==> src/vis_params.svh <==
`ifndef VIS_PARAMS_SVH
`define VIS_PARAMS_SVH

// ----------------------------------------------------------------------
// device pages and register addresses
// ----------------------------------------------------------------------
`define VIS_PAGE_VIDEO      8'h07
`define VIS_PAGE_PHY        8'h08
`define VIS_ADDR_PCHECK     9'h001
`define VIS_ADDR_HOTPLUG    9'h080
`define VIS_ADDR_ARG        9'h082
`define VIS_ADDR_CODE       9'h083
`define VIS_ADDR_TRIG       9'h084
`define VIS_ADDR_RANGE      9'h085
`define VIS_ADDR_DONE       9'h100
`define VIS_ADDR_UPPHY      9'h139

// ----------------------------------------------------------------------
// values written during startup
// ----------------------------------------------------------------------
`define VIS_PCHECK_OFF      8'h00
`define VIS_TRIG_GO         8'h05
`define VIS_HOTPLUG_ON      8'h01
`define VIS_ARG_MASK        8'h68
`define VIS_CODE_MASK       8'h06
`define VIS_ARG_PUMP        8'h30
`define VIS_CODE_PUMP       8'hBE
`define VIS_ARG_OSC         8'h0F
`define VIS_CODE_OSC        8'hBF
`define VIS_ARG_BGAP        8'h02
`define VIS_CODE_BGAP       8'hC6
`define VIS_DONE_BIT        0

// ----------------------------------------------------------------------
// upstream phy control fields
// ----------------------------------------------------------------------
`define VIS_PHY_CALIB_BIT   7
`define VIS_PHY_TRIG_BIT    6
`define VIS_PHY_DET_BIT     5
`define VIS_PHY_SEL_HI      4
`define VIS_PHY_SEL_LO      3
`define VIS_PHY_OFFSET_BIT  0
`define VIS_PHY_DEV_RESET   8'h58
`define VIS_PHY_HOST_VALUE  8'h59

// ----------------------------------------------------------------------
// sequence table layout
// ----------------------------------------------------------------------
`define VIS_STEP_RANGE      5'h00
`define VIS_STEP_PCHECK     5'h01
`define VIS_STEP_CMD_FIRST  5'h02
`define VIS_STEP_CMD_LAST   5'h11
`define VIS_STEP_HOTPLUG    5'h12
`define VIS_STEP_PHY        5'h13
`define VIS_STEP_UPEN       5'h14

// ----------------------------------------------------------------------
// apb register map and reset values
// ----------------------------------------------------------------------
`define VIS_REG_CTRL        12'h000
`define VIS_REG_STATUS      12'h004
`define VIS_REG_CFG         12'h008
`define VIS_REG_UPEN        12'h00C
`define VIS_CFG_RESET       32'h0001_5900
`define VIS_UPEN_RESET      32'h0000_0000
`define VIS_CTRL_START_BIT  0
`define VIS_CFG_PHY_EN_BIT  16
`define VIS_UPEN_EN_BIT     24

`endif

==> src/vis_pkg.sv <==
package vis_pkg;

   // operation of one sequence step
   typedef enum logic [2:0] {
      OP_WR_CONST,
      OP_WR_RANGE,
      OP_WR_PHY,
      OP_WR_UPEN,
      OP_POLL,
      OP_END
   } vis_op_t;

   // sequencer states
   typedef enum logic [1:0] {
      ST_IDLE,
      ST_FETCH,
      ST_LOAD,
      ST_ACCESS
   } vis_state_t;

   // apb register selector
   typedef enum logic [2:0] {
      SEL_CTRL,
      SEL_STATUS,
      SEL_CFG,
      SEL_UPEN,
      SEL_NONE
   } vis_sel_t;

endpackage

==> src/vis_step_rom.sv <==
`timescale 1ns/1ps
`include "vis_params.svh"

module vis_step_rom import vis_pkg::*; (
   input  wire logic       mclk,
   input  wire logic       rst_n,
   input  wire logic [4:0] step,
   output vis_op_t         op_q,
   output logic      [7:0] page_q,
   output logic      [8:0] addr_q,
   output logic      [7:0] data_q
);

   vis_op_t    op_d;
   logic [7:0] page_d;
   logic [8:0] addr_d;
   logic [7:0] data_d;
   logic [4:0] rel;

   // ----------------------------------------------------------------------
   // analog command tables
   // ----------------------------------------------------------------------
   function automatic logic [7:0] cmd_arg(input logic [1:0] n);
      case (n)
         2'h0:    cmd_arg = `VIS_ARG_MASK;
         2'h1:    cmd_arg = `VIS_ARG_PUMP;
         2'h2:    cmd_arg = `VIS_ARG_OSC;
         default: cmd_arg = `VIS_ARG_BGAP;
      endcase
   endfunction

   function automatic logic [7:0] cmd_code(input logic [1:0] n);
      case (n)
         2'h0:    cmd_code = `VIS_CODE_MASK;
         2'h1:    cmd_code = `VIS_CODE_PUMP;
         2'h2:    cmd_code = `VIS_CODE_OSC;
         default: cmd_code = `VIS_CODE_BGAP;
      endcase
   endfunction

   // ----------------------------------------------------------------------
   // step lookup: each command is argument, code, trigger, done poll
   // ----------------------------------------------------------------------
   always_comb begin
      rel    = step - `VIS_STEP_CMD_FIRST;
      op_d   = OP_WR_CONST;
      page_d = `VIS_PAGE_VIDEO;
      addr_d = `VIS_ADDR_RANGE;
      data_d = 8'h00;
      if (step == `VIS_STEP_RANGE) begin
         op_d = OP_WR_RANGE;
      end else if (step == `VIS_STEP_PCHECK) begin
         addr_d = `VIS_ADDR_PCHECK;
         data_d = `VIS_PCHECK_OFF;
      end else if (step <= `VIS_STEP_CMD_LAST) begin
         case (rel[1:0])
            2'h0: begin
               addr_d = `VIS_ADDR_ARG;
               data_d = cmd_arg(rel[3:2]);
            end
            2'h1: begin
               addr_d = `VIS_ADDR_CODE;
               data_d = cmd_code(rel[3:2]);
            end
            2'h2: begin
               addr_d = `VIS_ADDR_TRIG;
               data_d = `VIS_TRIG_GO;
            end
            default: begin
               op_d   = OP_POLL;
               addr_d = `VIS_ADDR_DONE;
            end
         endcase
      end else if (step == `VIS_STEP_HOTPLUG) begin
         addr_d = `VIS_ADDR_HOTPLUG;
         data_d = `VIS_HOTPLUG_ON;
      end else if (step == `VIS_STEP_PHY) begin
         op_d   = OP_WR_PHY;
         page_d = `VIS_PAGE_PHY;
         addr_d = `VIS_ADDR_UPPHY;
      end else if (step == `VIS_STEP_UPEN) begin
         op_d = OP_WR_UPEN;
      end else begin
         op_d = OP_END;
      end
   end

   // registered read data
   always_ff @(posedge mclk or negedge rst_n) begin
      if (!rst_n) begin
         op_q   <= OP_END;
         page_q <= 8'h00;
         addr_q <= 9'h000;
         data_q <= 8'h00;
      end else begin
         op_q   <= op_d;
         page_q <= page_d;
         addr_q <= addr_d;
         data_q <= data_d;
      end
   end

endmodule // vis_step_rom

==> src/vis_startup_ctrl.sv <==
// Local design decision: the APB slave port.
`timescale 1ns/1ps
`include "vis_params.svh"

// Notes on behaviour
// - first write the pixel-clock range code to page 0x07 address 0x085
// - then write zero to address 0x001 to switch the parameter check off
// - each command writes argument 0x082, code 0x083, then 0x05 to 0x084
// - after each command read 0x100 until bit 0 is one; reads clear it
// - second command: argument 0x30, code 0xBE, charge pump
// - third command: argument 0x0F, code 0xBF, oscillator gain
// - fourth command: argument 0x02, code 0xC6, band-gap reference
// - then write 0x01 to address 0x080 to raise hot-plug indication
// - set the upstream enable bit in the phy power-down registers; written only when UPEN bit 24 is set, which reset clears
// - offset compensation bit 0 of 0x139 should be set to one

module vis_startup_ctrl import vis_pkg::*; (
   input  wire logic        mclk,
   input  wire logic        reset_n,
   input  wire logic        psel,
   input  wire logic        penable,
   input  wire logic        pwrite,
   input  wire logic [11:0] paddr,
   input  wire logic [31:0] pwdata,
   output logic             pready,
   output logic      [31:0] prdata,
   output logic             pslverr,
   output logic             dev_req,
   output logic             dev_we,
   output logic      [7:0]  dev_page,
   output logic      [8:0]  dev_addr,
   output logic      [7:0]  dev_wdata,
   input  wire logic        dev_ack,
   input  wire logic [7:0]  dev_rdata
);

   // ----------------------------------------------------------------------
   // reset release
   // ----------------------------------------------------------------------
   logic rst_meta_q;
   logic rst_n;

   always_ff @(posedge mclk or negedge reset_n) begin
      if (!reset_n) begin
         rst_meta_q <= 1'b0;
         rst_n      <= 1'b0;
      end else begin
         rst_meta_q <= 1'b1;
         rst_n      <= rst_meta_q;
      end
   end

   // ----------------------------------------------------------------------
   // declarations
   // ----------------------------------------------------------------------
   vis_state_t  state_q,  state_d;
   logic [4:0]  step_q,   step_d;
   logic        done_q,   done_d;
   logic [15:0] polls_q,  polls_d;
   logic        we_q,     we_d;
   logic [7:0]  page_q,   page_d;
   logic [8:0]  addr_q,   addr_d;
   logic [7:0]  wdata_q,  wdata_d;
   logic [31:0] cfg_q,    cfg_d;
   logic [31:0] upen_q,   upen_d;
   logic [31:0] rdata_q,  rdata_d;
   vis_op_t     rom_op;
   logic [7:0]  rom_page;
   logic [8:0]  rom_addr;
   logic [7:0]  rom_data;
   logic        setup_ph;
   logic        access_ph;
   logic        start_wr;
   logic [7:0]  phy_value;
   vis_sel_t    sel;

   // ----------------------------------------------------------------------
   // apb decode
   // ----------------------------------------------------------------------
   function automatic vis_sel_t reg_sel(input logic [11:0] a);
      case (a)
         `VIS_REG_CTRL:   reg_sel = SEL_CTRL;
         `VIS_REG_STATUS: reg_sel = SEL_STATUS;
         `VIS_REG_CFG:    reg_sel = SEL_CFG;
         `VIS_REG_UPEN:   reg_sel = SEL_UPEN;
         default:         reg_sel = SEL_NONE;
      endcase
   endfunction

   // zero-wait slave, read data registered during setup
   assign sel       = reg_sel(paddr);
   assign setup_ph  = psel && !penable;
   assign access_ph = psel && penable;
   assign pready    = 1'b1;
   assign pslverr   = access_ph && (sel == SEL_NONE);
   assign prdata    = rdata_q;
   assign start_wr  = access_ph && pwrite && (sel == SEL_CTRL) &&
                      pwdata[`VIS_CTRL_START_BIT];

   // host value for the upstream phy register, unused bits kept zero
   assign phy_value = {cfg_q[15:11], 2'b00, cfg_q[8]};

   // ----------------------------------------------------------------------
   // software registers
   // ----------------------------------------------------------------------
   always_comb begin
      cfg_d   = cfg_q;
      upen_d  = upen_q;
      rdata_d = rdata_q;
      if (access_ph && pwrite && sel == SEL_CFG) begin
         cfg_d = pwdata & 32'h0001_FF03;
      end
      if (access_ph && pwrite && sel == SEL_UPEN) begin
         upen_d = pwdata & 32'h01FF_FFFF;
      end
      if (setup_ph && !pwrite) begin
         case (sel)
            SEL_STATUS: rdata_d = {polls_q, 3'h0, step_q, 6'h00, done_q,
                                   state_q != ST_IDLE};
            SEL_CFG:    rdata_d = cfg_q;
            SEL_UPEN:   rdata_d = upen_q;
            default:    rdata_d = 32'h0000_0000;
         endcase
      end
   end

   always_ff @(posedge mclk or negedge rst_n) begin
      if (!rst_n) begin
         cfg_q   <= `VIS_CFG_RESET;
         upen_q  <= `VIS_UPEN_RESET;
         rdata_q <= 32'h0000_0000;
      end else begin
         cfg_q   <= cfg_d;
         upen_q  <= upen_d;
         rdata_q <= rdata_d;
      end
   end

   // ----------------------------------------------------------------------
   // sequence table
   // ----------------------------------------------------------------------
   vis_step_rom u_rom (
      .mclk   (mclk),
      .rst_n  (rst_n),
      .step   (step_q),
      .op_q   (rom_op),
      .page_q (rom_page),
      .addr_q (rom_addr),
      .data_q (rom_data)
   );

   // ----------------------------------------------------------------------
   // startup sequencer
   // ----------------------------------------------------------------------
   always_comb begin
      state_d = state_q;
      step_d  = step_q;
      done_d  = done_q;
      polls_d = polls_q;
      we_d    = we_q;
      page_d  = page_q;
      addr_d  = addr_q;
      wdata_d = wdata_q;
      case (state_q)
         ST_IDLE: begin
            if (start_wr) begin
               step_d  = `VIS_STEP_RANGE;
               done_d  = 1'b0;
               polls_d = 16'h0000;
               state_d = ST_FETCH;
            end
         end
         ST_FETCH: begin
            state_d = ST_LOAD;
         end
         ST_LOAD: begin
            page_d  = rom_page;
            addr_d  = rom_addr;
            we_d    = (rom_op != OP_POLL);
            case (rom_op)
               OP_WR_RANGE: wdata_d = {6'h00, cfg_q[1:0]};
               OP_WR_PHY:   wdata_d = phy_value;
               OP_WR_UPEN: begin
                  page_d  = upen_q[15:8];
                  addr_d  = upen_q[8:0];
                  wdata_d = upen_q[23:16];
               end
               OP_POLL:     wdata_d = 8'h00;
               default:     wdata_d = rom_data;
            endcase
            if (rom_op == OP_END) begin
               done_d  = 1'b1;
               state_d = ST_IDLE;
            end else if ((rom_op == OP_WR_PHY && !cfg_q[`VIS_CFG_PHY_EN_BIT]) ||
                         (rom_op == OP_WR_UPEN && !upen_q[`VIS_UPEN_EN_BIT])) begin
               step_d  = step_q + 5'h01;
               state_d = ST_FETCH;
            end else begin
               state_d = ST_ACCESS;
            end
         end
         ST_ACCESS: begin
            if (dev_ack) begin
               state_d = ST_FETCH;
               if (!we_q && !dev_rdata[`VIS_DONE_BIT]) begin
                  if (polls_q != 16'hFFFF) begin
                     polls_d = polls_q + 16'h0001;
                  end
               end else begin
                  step_d = step_q + 5'h01;
               end
            end
         end
         default: state_d = ST_IDLE;
      endcase
   end

   always_ff @(posedge mclk or negedge rst_n) begin
      if (!rst_n) begin
         state_q <= ST_IDLE;
         step_q  <= 5'h00;
         done_q  <= 1'b0;
         polls_q <= 16'h0000;
         we_q    <= 1'b0;
         page_q  <= 8'h00;
         addr_q  <= 9'h000;
         wdata_q <= 8'h00;
      end else begin
         state_q <= state_d;
         step_q  <= step_d;
         done_q  <= done_d;
         polls_q <= polls_d;
         we_q    <= we_d;
         page_q  <= page_d;
         addr_q  <= addr_d;
         wdata_q <= wdata_d;
      end
   end

   // device port, request held until acknowledged
   assign dev_req   = (state_q == ST_ACCESS);
   assign dev_we    = we_q;
   assign dev_page  = page_q;
   assign dev_addr  = addr_q;
   assign dev_wdata = wdata_q;

   // ----------------------------------------------------------------------
   // checks
   // ----------------------------------------------------------------------
   logic [7:0] last_arg_q;

   always_ff @(posedge mclk or negedge rst_n) begin
      if (!rst_n) begin
         last_arg_q <= 8'h00;
      end else if (dev_req && dev_ack && dev_we && dev_addr == `VIS_ADDR_ARG) begin
         last_arg_q <= dev_wdata;
      end
   end
endmodule // vis_startup_ctrl

==> config.mk <==
export PLATFORM = sky130hd
export DESIGN_NAME = vis_startup_ctrl
export DESIGN_NICKNAME = d
export VERILOG_FILES = /design/src/vis_pkg.sv /design/src/vis_step_rom.sv /design/src/vis_startup_ctrl.sv
export VERILOG_INCLUDE_DIRS = /design/src /design/src/src
export SDC_FILE = /design/constraint.sdc
export NUM_CORES = 1
export LEC_CHECK = 0
export ABC_AREA = 1
export BUFFER_PORTS_ARGS = -buffer_cell sky130_fd_sc_hd__buf_2
export CAP_MARGIN = 20
export CORE_AREA = 2 2 115 117
export CTS_CLUSTER_SIZE = 16
export DETAILED_ROUTE_END_ITERATION = 8
export DIE_AREA = 0 0 117 119
export PLACE_DENSITY = 0.78
export SLEW_MARGIN = 20
export SYNTH_ARGS = -nofsm -noshare
export SYNTH_HDL_FRONTEND = slang
export SYNTH_SLANG_ARGS = --single-unit
==> constraint.sdc <==
create_clock -name mclk -period 4.8 [get_ports mclk]
set_input_delay 0 -clock mclk [delete_from_list [all_inputs] [get_ports mclk]]
set_output_delay 0 -clock mclk [all_outputs]
set_load 0.03 [all_outputs]
==> impl_results.md, run 1 <==
- Status: finished, final reports clean
- Post-Synth XOR/XNOR Area: 0.510%
- WHS Path Cells: 3
- Worst path required time: 5.09 ns
- Placed cells: 1119
- PortBufs: 103
- Final nets: 1064
- Die height: 119 um
- RD Place Congestion: 0.893
- Synth area leader: dfrtp_1
- Fmax: 446 MHz
- Post-route cell area: 8350 sq um
- DRC Markers: 0
- Drt via density: 5.28
- CP max FO: 50
- Top delay family on crit path: simple AND/OR/NAND/NOR gates
- Clock skew: 0.00973 ns
- Critical Path Stages: 6
- Width of the die: 117 um
- Met1 Use GR: 37.5%
- Finished Layout Cells: 1178
- Pwr per Cell Area: 422 nW/um^2
- Count of final hold-check violations: 0
- Yosys top cell area share: 47.8%
- Gr usage total: 26.6%
- Vias in the first global route: 5692
- GRT busiest layer: met2
- Flop2flop setup slack: 2.56 ns
- Synth Area in Adders: 3.10%
- Post-Syn Area: 6860 sq um
- Die Footprint: 13900 sq um
- Wirelength per Cell: 15.1 um
- Hold WC Path Type: input port to register
- Iteration-0 DRC Markers: 568
- Synth Area in Compound Gates: 10.2%
- Number of CTS-inserted buffers: 17
- Std-Cell Rows: 42
- Worst Reg-to-Reg Cells: 6
- Ant. Diodes: 0
- HPWL after detailed placement: 11900 um
- Final critical-path required period: 2.24 ns
- CTS tree: yes
- CP max-delay cell: nand3_2
- Skew-Pair Late Insertion Delay: 0.42 ns
- Number of distinct library cells after synthesis: 41
- # IOs: 119
- Initial Util: 53.3%
- Avg Inst Size Synth: 7.94 sq um
- Mux cell area share after synthesis: 0%
- Met3 usage: 4.83%
- Syn. warnings: 0
- Critical path class: input port to register
- CP max stage delay: 0.95 ns
- Placement Cell Area: 7480 sq um
- First-pass GRT wire length: 28500 um
- Main combinational cell family by area after synthesis: simple AND/OR/NAND/NOR gates
- Least-Margin Pin Slew: 0.992 ns
- Root Buffer: clkbuf_16
- Via Count: 6224
- Worst-path cell chain: buf_2, nor2_2, nand3_1, nor2_1, nand3_2, o21ai_0
- Period Utilization, post-route: 46.7%
- Post-synthesis simple-gate area fraction: 28.2%
- Max-cap violations: 0
- Final setup TNS: 0 ns
- Top_reg_cell synth: dfrtp_1
- Syn Inst Count: 865
- CP Capture Type: register
- Worst Path Arrival: 2.53 ns
- Most common cell in the netlist: nand2_1
- Dominant cells by area after synthesis: dfrtp_1 48%, nand2_1 16%, inv_1 4.5%
- RSZ-0062 raised after global routing: false
- Largest net degree at the start of global routing: 51
- #FFs+latches synth: 138
- Static Leak: 4.11 nW
- Post-synthesis sequential area ratio: 50.4%
- Final setup vio count: 0
- Layout cells sized above 1: 17.5%
- Total grt overflow: 0
- Synth cell count leaders: 289 x nand2_1, 131 x dfrtp_1, 83 x inv_1
- Worst setup SP type: input port
- CTS sink cnt: 138
- Post-DRT Antenna Nets: 0
- Drt total wl: 17700 um
- Initial antenna violation count: 0
- Slew headroom: 33.5%
- Area grow syn2layout: 21.7%
- Met2 Usage GRT: 41.2%
- Ys async rst share: 100%
- Core footprint: 12900 sq um
- Post-synth EDFFs: 0
- CTS Buffer Depth: 2
- Slew Viols, Final: 0
- Reg clk slew, reported paths: 0.05 ns
- Worst Path Buf+Inv: 1
- DR pass1 iterations: 6
- Worst VDD drop: 0.244 mV
- Htree depth: 4
==> worst reg2reg max path: stages (launching register included) <==
cell and delay (ns):
dfstp_2 0.56, nand2_1 0.11, nor2_4 0.37, inv_1 0.41, o22ai_1 0.45, a21oi_1 0.10, o21ai_0 0.16
==> metrics by stage <==
step / hold WS [ns] / setup WS, ns / utilization, % / total power, mW
final: 0.0742 / 2.56 / 64.9 / 3.53
after global routing: 0.111 / 2.26 / 64.9 / 3.70
after CTS: 0.0803 / 2.54 / 64.9 / 3.53
after detailed placement: -0.207 / 2.13 / 58.1 / 2.19
after global placement: -0.214 / 2.31 / 58.1 / 2.17
after floorplan: -0.296 / 0.683 / - / 1.99
==> final timing paths <==
path,to,start
min in group asynchronous,dev_page[1],rst_n
worst min-delay path,prdata[3],paddr[3]
max in group asynchronous,prdata[26],rst_n
worst max-delay path,upen_q[24],paddr[1]
worst max register to register,dev_wdata[5],u_rom.op_q[0]
worst min register to register,dev_page[1],rst_n
==> report_power, final <==
group	internal, mW	total [mW]	switching, mW
sequential	1.27	1.35	0.0882
combinational	0.242	0.854	0.613
clock	0.855	1.32	0.464
==> routing by layer <==
metal,wire [um],vias up
met5,0,-
met4,405,0
met3,1140,37
met2,8400,257
met1,7800,2912
li1,-,3018
==> area by class of cell <==
| cell class | count | area, sq um |
|---|---|---|
| multi-input cells | 605 | 2900 |
| clock inverters | 8 | 119 |
| well taps | 176 | 220 |
| fillers | 1049 | 4520 |
| clock buffers | 24 | 482 |
| repair buffers | 135 | 823 |
| inverters | 92 | 345 |
| flip-flops and latches | 138 | 3470 |
==> sequential cells by signal, indices dropped and copies added (netlist names) <==
signal	count
dev_wdata	8
dev_addr	9
dev_we	1
u_rom.op_q	3
done_q	1
prdata	32
u_rom.page_q	1
u_rom.data_q	8
rst_n	1
step_q	5
polls_q	16
dev_page	8
upen_q	25
rst_meta_q	1
state_q	2
u_rom.addr_q	6
cfg_q	11
==> placed cells by master, fill, tap and decap left out, types with 2 or more instances in the layout <==
cell type	instances
nand2_1	289
dfrtp_1	130
buf_2	103
inv_1	82
nor2_1	66
nand3_1	54
o21ai_0	41
o21ai_1	31
a21oi_1	27
dlygate4sd3_1	27
ha_1	17
clkbuf_16	17
nand4_1	13
o31ai_1	10
o22ai_1	9
inv_2	8
nor3_1	7
nand2_2	7
dfstp_2	7
buf_4	5
nand3_2	4
xor2_1	4
a31oi_1	4
clkbuf_1	4
clkinv_2	4
nor2_4	3
bufinv_16	3
clkbuf_8	3
nor2_2	2
clkinv_1	2
nand2_4	2
a22oi_1	2
conb_1	2
==> repair_timing <==
item,CTS,global route
buffers inserted,0,0
hold buffers,27,0
setup endpoints to repair,0,0
hold endpoints to repair,38,0
resized for setup,0,0
==> logic make-up (layout without fill, tap and decap cells) <==
family                     Yosys count  count (layout)
buffers and inverters              123             259
AOI/OAI and AO/OA                  128             128
DFF                                138             138
and+or+nand+nor                    454             454
xor gates and xnor gates             4               4
other                                1               2
adders and majority gates           17              17
(Power assumes the default switching activity.)
==> run 2: changes to the inputs <==
--- a/config.mk
+++ b/config.mk
@@ -9,11 +9,11 @@
 export ABC_AREA = 1
 export BUFFER_PORTS_ARGS = -buffer_cell sky130_fd_sc_hd__buf_2
 export CAP_MARGIN = 20
-export CORE_AREA = 2 2 115 117
+export CORE_AREA = 2 2 120 122
 export CTS_CLUSTER_SIZE = 16
 export DETAILED_ROUTE_END_ITERATION = 8
-export DIE_AREA = 0 0 117 119
-export PLACE_DENSITY = 0.78
+export DIE_AREA = 0 0 122 124
+export PLACE_DENSITY = 0.75
 export SLEW_MARGIN = 20
 export SYNTH_ARGS = -nofsm -noshare
 export SYNTH_HDL_FRONTEND = slang
==> constraint.sdc (replaced) <==
create_clock -name mclk -period 1.9 [get_ports mclk]
set_input_delay 0 -clock mclk [delete_from_list [all_inputs] [get_ports mclk]]
set_output_delay 0 -clock mclk [all_outputs]
set_load 0.03 [all_outputs]
==> impl_results.md, run 2 (same netlist as run 1, synthesis figures left out) <==
- Status: finished, final reports clean
- Hold Path End: prdata[3]
- DRC Markers: 0
- CTS Buffer Depth: 2
- Via Count: 6244
- Least-Margin Pin Slew: 0.514 ns
- Layout cells sized above 1: 19.0%
- Count of final hold-check violations: 0
- Final nets: 1082
- PortBufs: 103
- Fmax: 563 MHz
- Root Buffer: clkbuf_16
- RR Startpoint: step_q[1]
- Worst setup SP type: register
- Iteration-0 DRC Markers: 449
- Die Footprint: 15100 sq um
- Worst hold slack: 0.0890 ns
- # IOs: 119
- Top delay family on crit path: adder cells
- Final critical-path required period: 1.78 ns
- Worst Path Buf+Inv: 1
- Drt via density: 5.20
- Largest register FFs: 32
- Worst Reg-to-Reg Cells: 7
- Width of the die: 122 um
- Htree depth: 4
- Reg2reg end: u_rom.data_q[0]
- First-pass GRT wire length: 28800 um
- Period Utilization, post-route: 93.5%
- Largest net degree at the start of global routing: 40
- Final setup vio count: 0
- Commonest non-fill, non-tap cell in the layout: nand2_1
- HPWL after detailed placement: 12600 um
- Worst path required time: 2.21 ns
- Static Leak: 4.21 nW
- Die height: 124 um
- Slew Viols, Final: 0
- Clock skew: 0.00573 ns
- Skew-Pair Late Insertion Delay: 0.42 ns
- Wirelength per Cell: 14.9 um
- Flop2flop setup slack: 0.12 ns
- Most frequent cells in the layout: 289 x nand2_1, 129 x dfrtp_1, 103 x buf_2
- Drt total wl: 17900 um
- Core footprint: 13700 sq um
- Ant. Diodes: 0
- Reg clk slew, reported paths: 0.06 ns
- Area grow syn2layout: 24.3%
- CP dominant cell by count: ha_1
- Post-CTS setup buffers: 0
- RD Place Congestion: 0.937
- Slew headroom: 65.8%
- Total grt overflow: 0
- Placement Cell Area: 7660 sq um
- Post-DRT Antenna Nets: 0
- Number of CTS-inserted buffers: 17
- Gr usage total: 24.9%
- Post-route cell area: 8530 sq um
- RSZ-0062 raised after global routing: false
- Hold WC Path Type: input port to register
- CTS sink cnt: 138
- Std-Cell Rows: 43
- Max-cap violations: 0
- CTS tree: yes
- CP max stage delay: 0.34 ns
- CP Capture Type: register
- Worst VDD drop: 0.653 mV
- Worst Path Arrival: 2.08 ns
- CP max-delay cell: dfrtp_1
- Initial Util: 50.0%
- DR pass1 iterations: 5
- Initial antenna violation count: 0
- Final setup TNS: 0 ns
- CP max FO: 6
- Beginning of the worst hold path: paddr[0]
- Critical path class: register to register
- WHS Path Cells: 4
- Worst-path cell chain: inv_1, ha_1, or2_2, nand2_1, ha_1, o21ai_0, a211oi_1
- Vias in the first global route: 5784
- Pwr per Cell Area: 1030 nW/um^2
-- run 2: timing repair --
action,in CTS,in global routing
setup endpoints to repair,0,3
endpoints found under the hold margin,38,0
hold buffers,27,0
resized for setup,0,2
-- run 2: report_power, final --
group | total (mW) | internal [mW] | switching, mW
logic | 2.23 | 0.670 | 1.56
clock network | 3.18 | 1.97 | 1.21
registers | 3.37 | 3.20 | 0.173
-- run 2: layout make-up --
| class | instances | area (sq um) |
|---|---|---|
| timing repair buffer | 153 | 1030 |
| sequential | 138 | 3470 |
| fill | 1170 | 5190 |
| clock buffer | 26 | 509 |
| multi-input combinational | 605 | 2900 |
| inverter | 92 | 345 |
| clock inverter | 6 | 61.3 |
| tap | 180 | 225 |
-- run 2: worst max-delay path by stage --
stage / startpoint / to / slack [ns] / cells past startpoint
finish: step_q[1] / u_rom.data_q[0] / 0.12 / 7
floorplan: state_q[0] / polls_q[5] / 0.11 / 9
detailed placement: step_q[0] / u_rom.data_q[2] / 0.14 / 7
global placement: step_q[0] / u_rom.addr_q[1] / 0.16 / 7
CTS: step_q[0] / u_rom.data_q[0] / 0.05 / 6
global route: state_q[0] / polls_q[3] / 0.05 / 8
-- run 2: worst min-delay path, delay by kind of cell --
| family | cells | cell delay, ns |
|---|---|---|
| AOI/OAI and AO/OA | 1 | 0.10 |
| and+or+nand+nor | 2 | 0.26 |
| buffers and inverters | 1 | 0.08 |
-- run 2: per-stage QoR --
step	cells	power, mW	utilization, %	worst slack (ns)
global placement	1140	5.56	55.8	0.165
CTS	1199	8.80	62.0	0.0494
global route	1200	9.18	62.2	0.0518
detailed placement	1140	5.59	55.8	0.140
finish	1200	8.79	62.2	0.124
floorplan	866	5.04	-	0.106
-- run 2: layer usage --
metal	global-route usage, %	share of wire (%)	up-vias
li1	-	-	3061
met1	34.8	45	2916
met2	38.9	46	236
met3	4.35	6.1	31
met4	9.70	2.2	0
met5	0	0	-
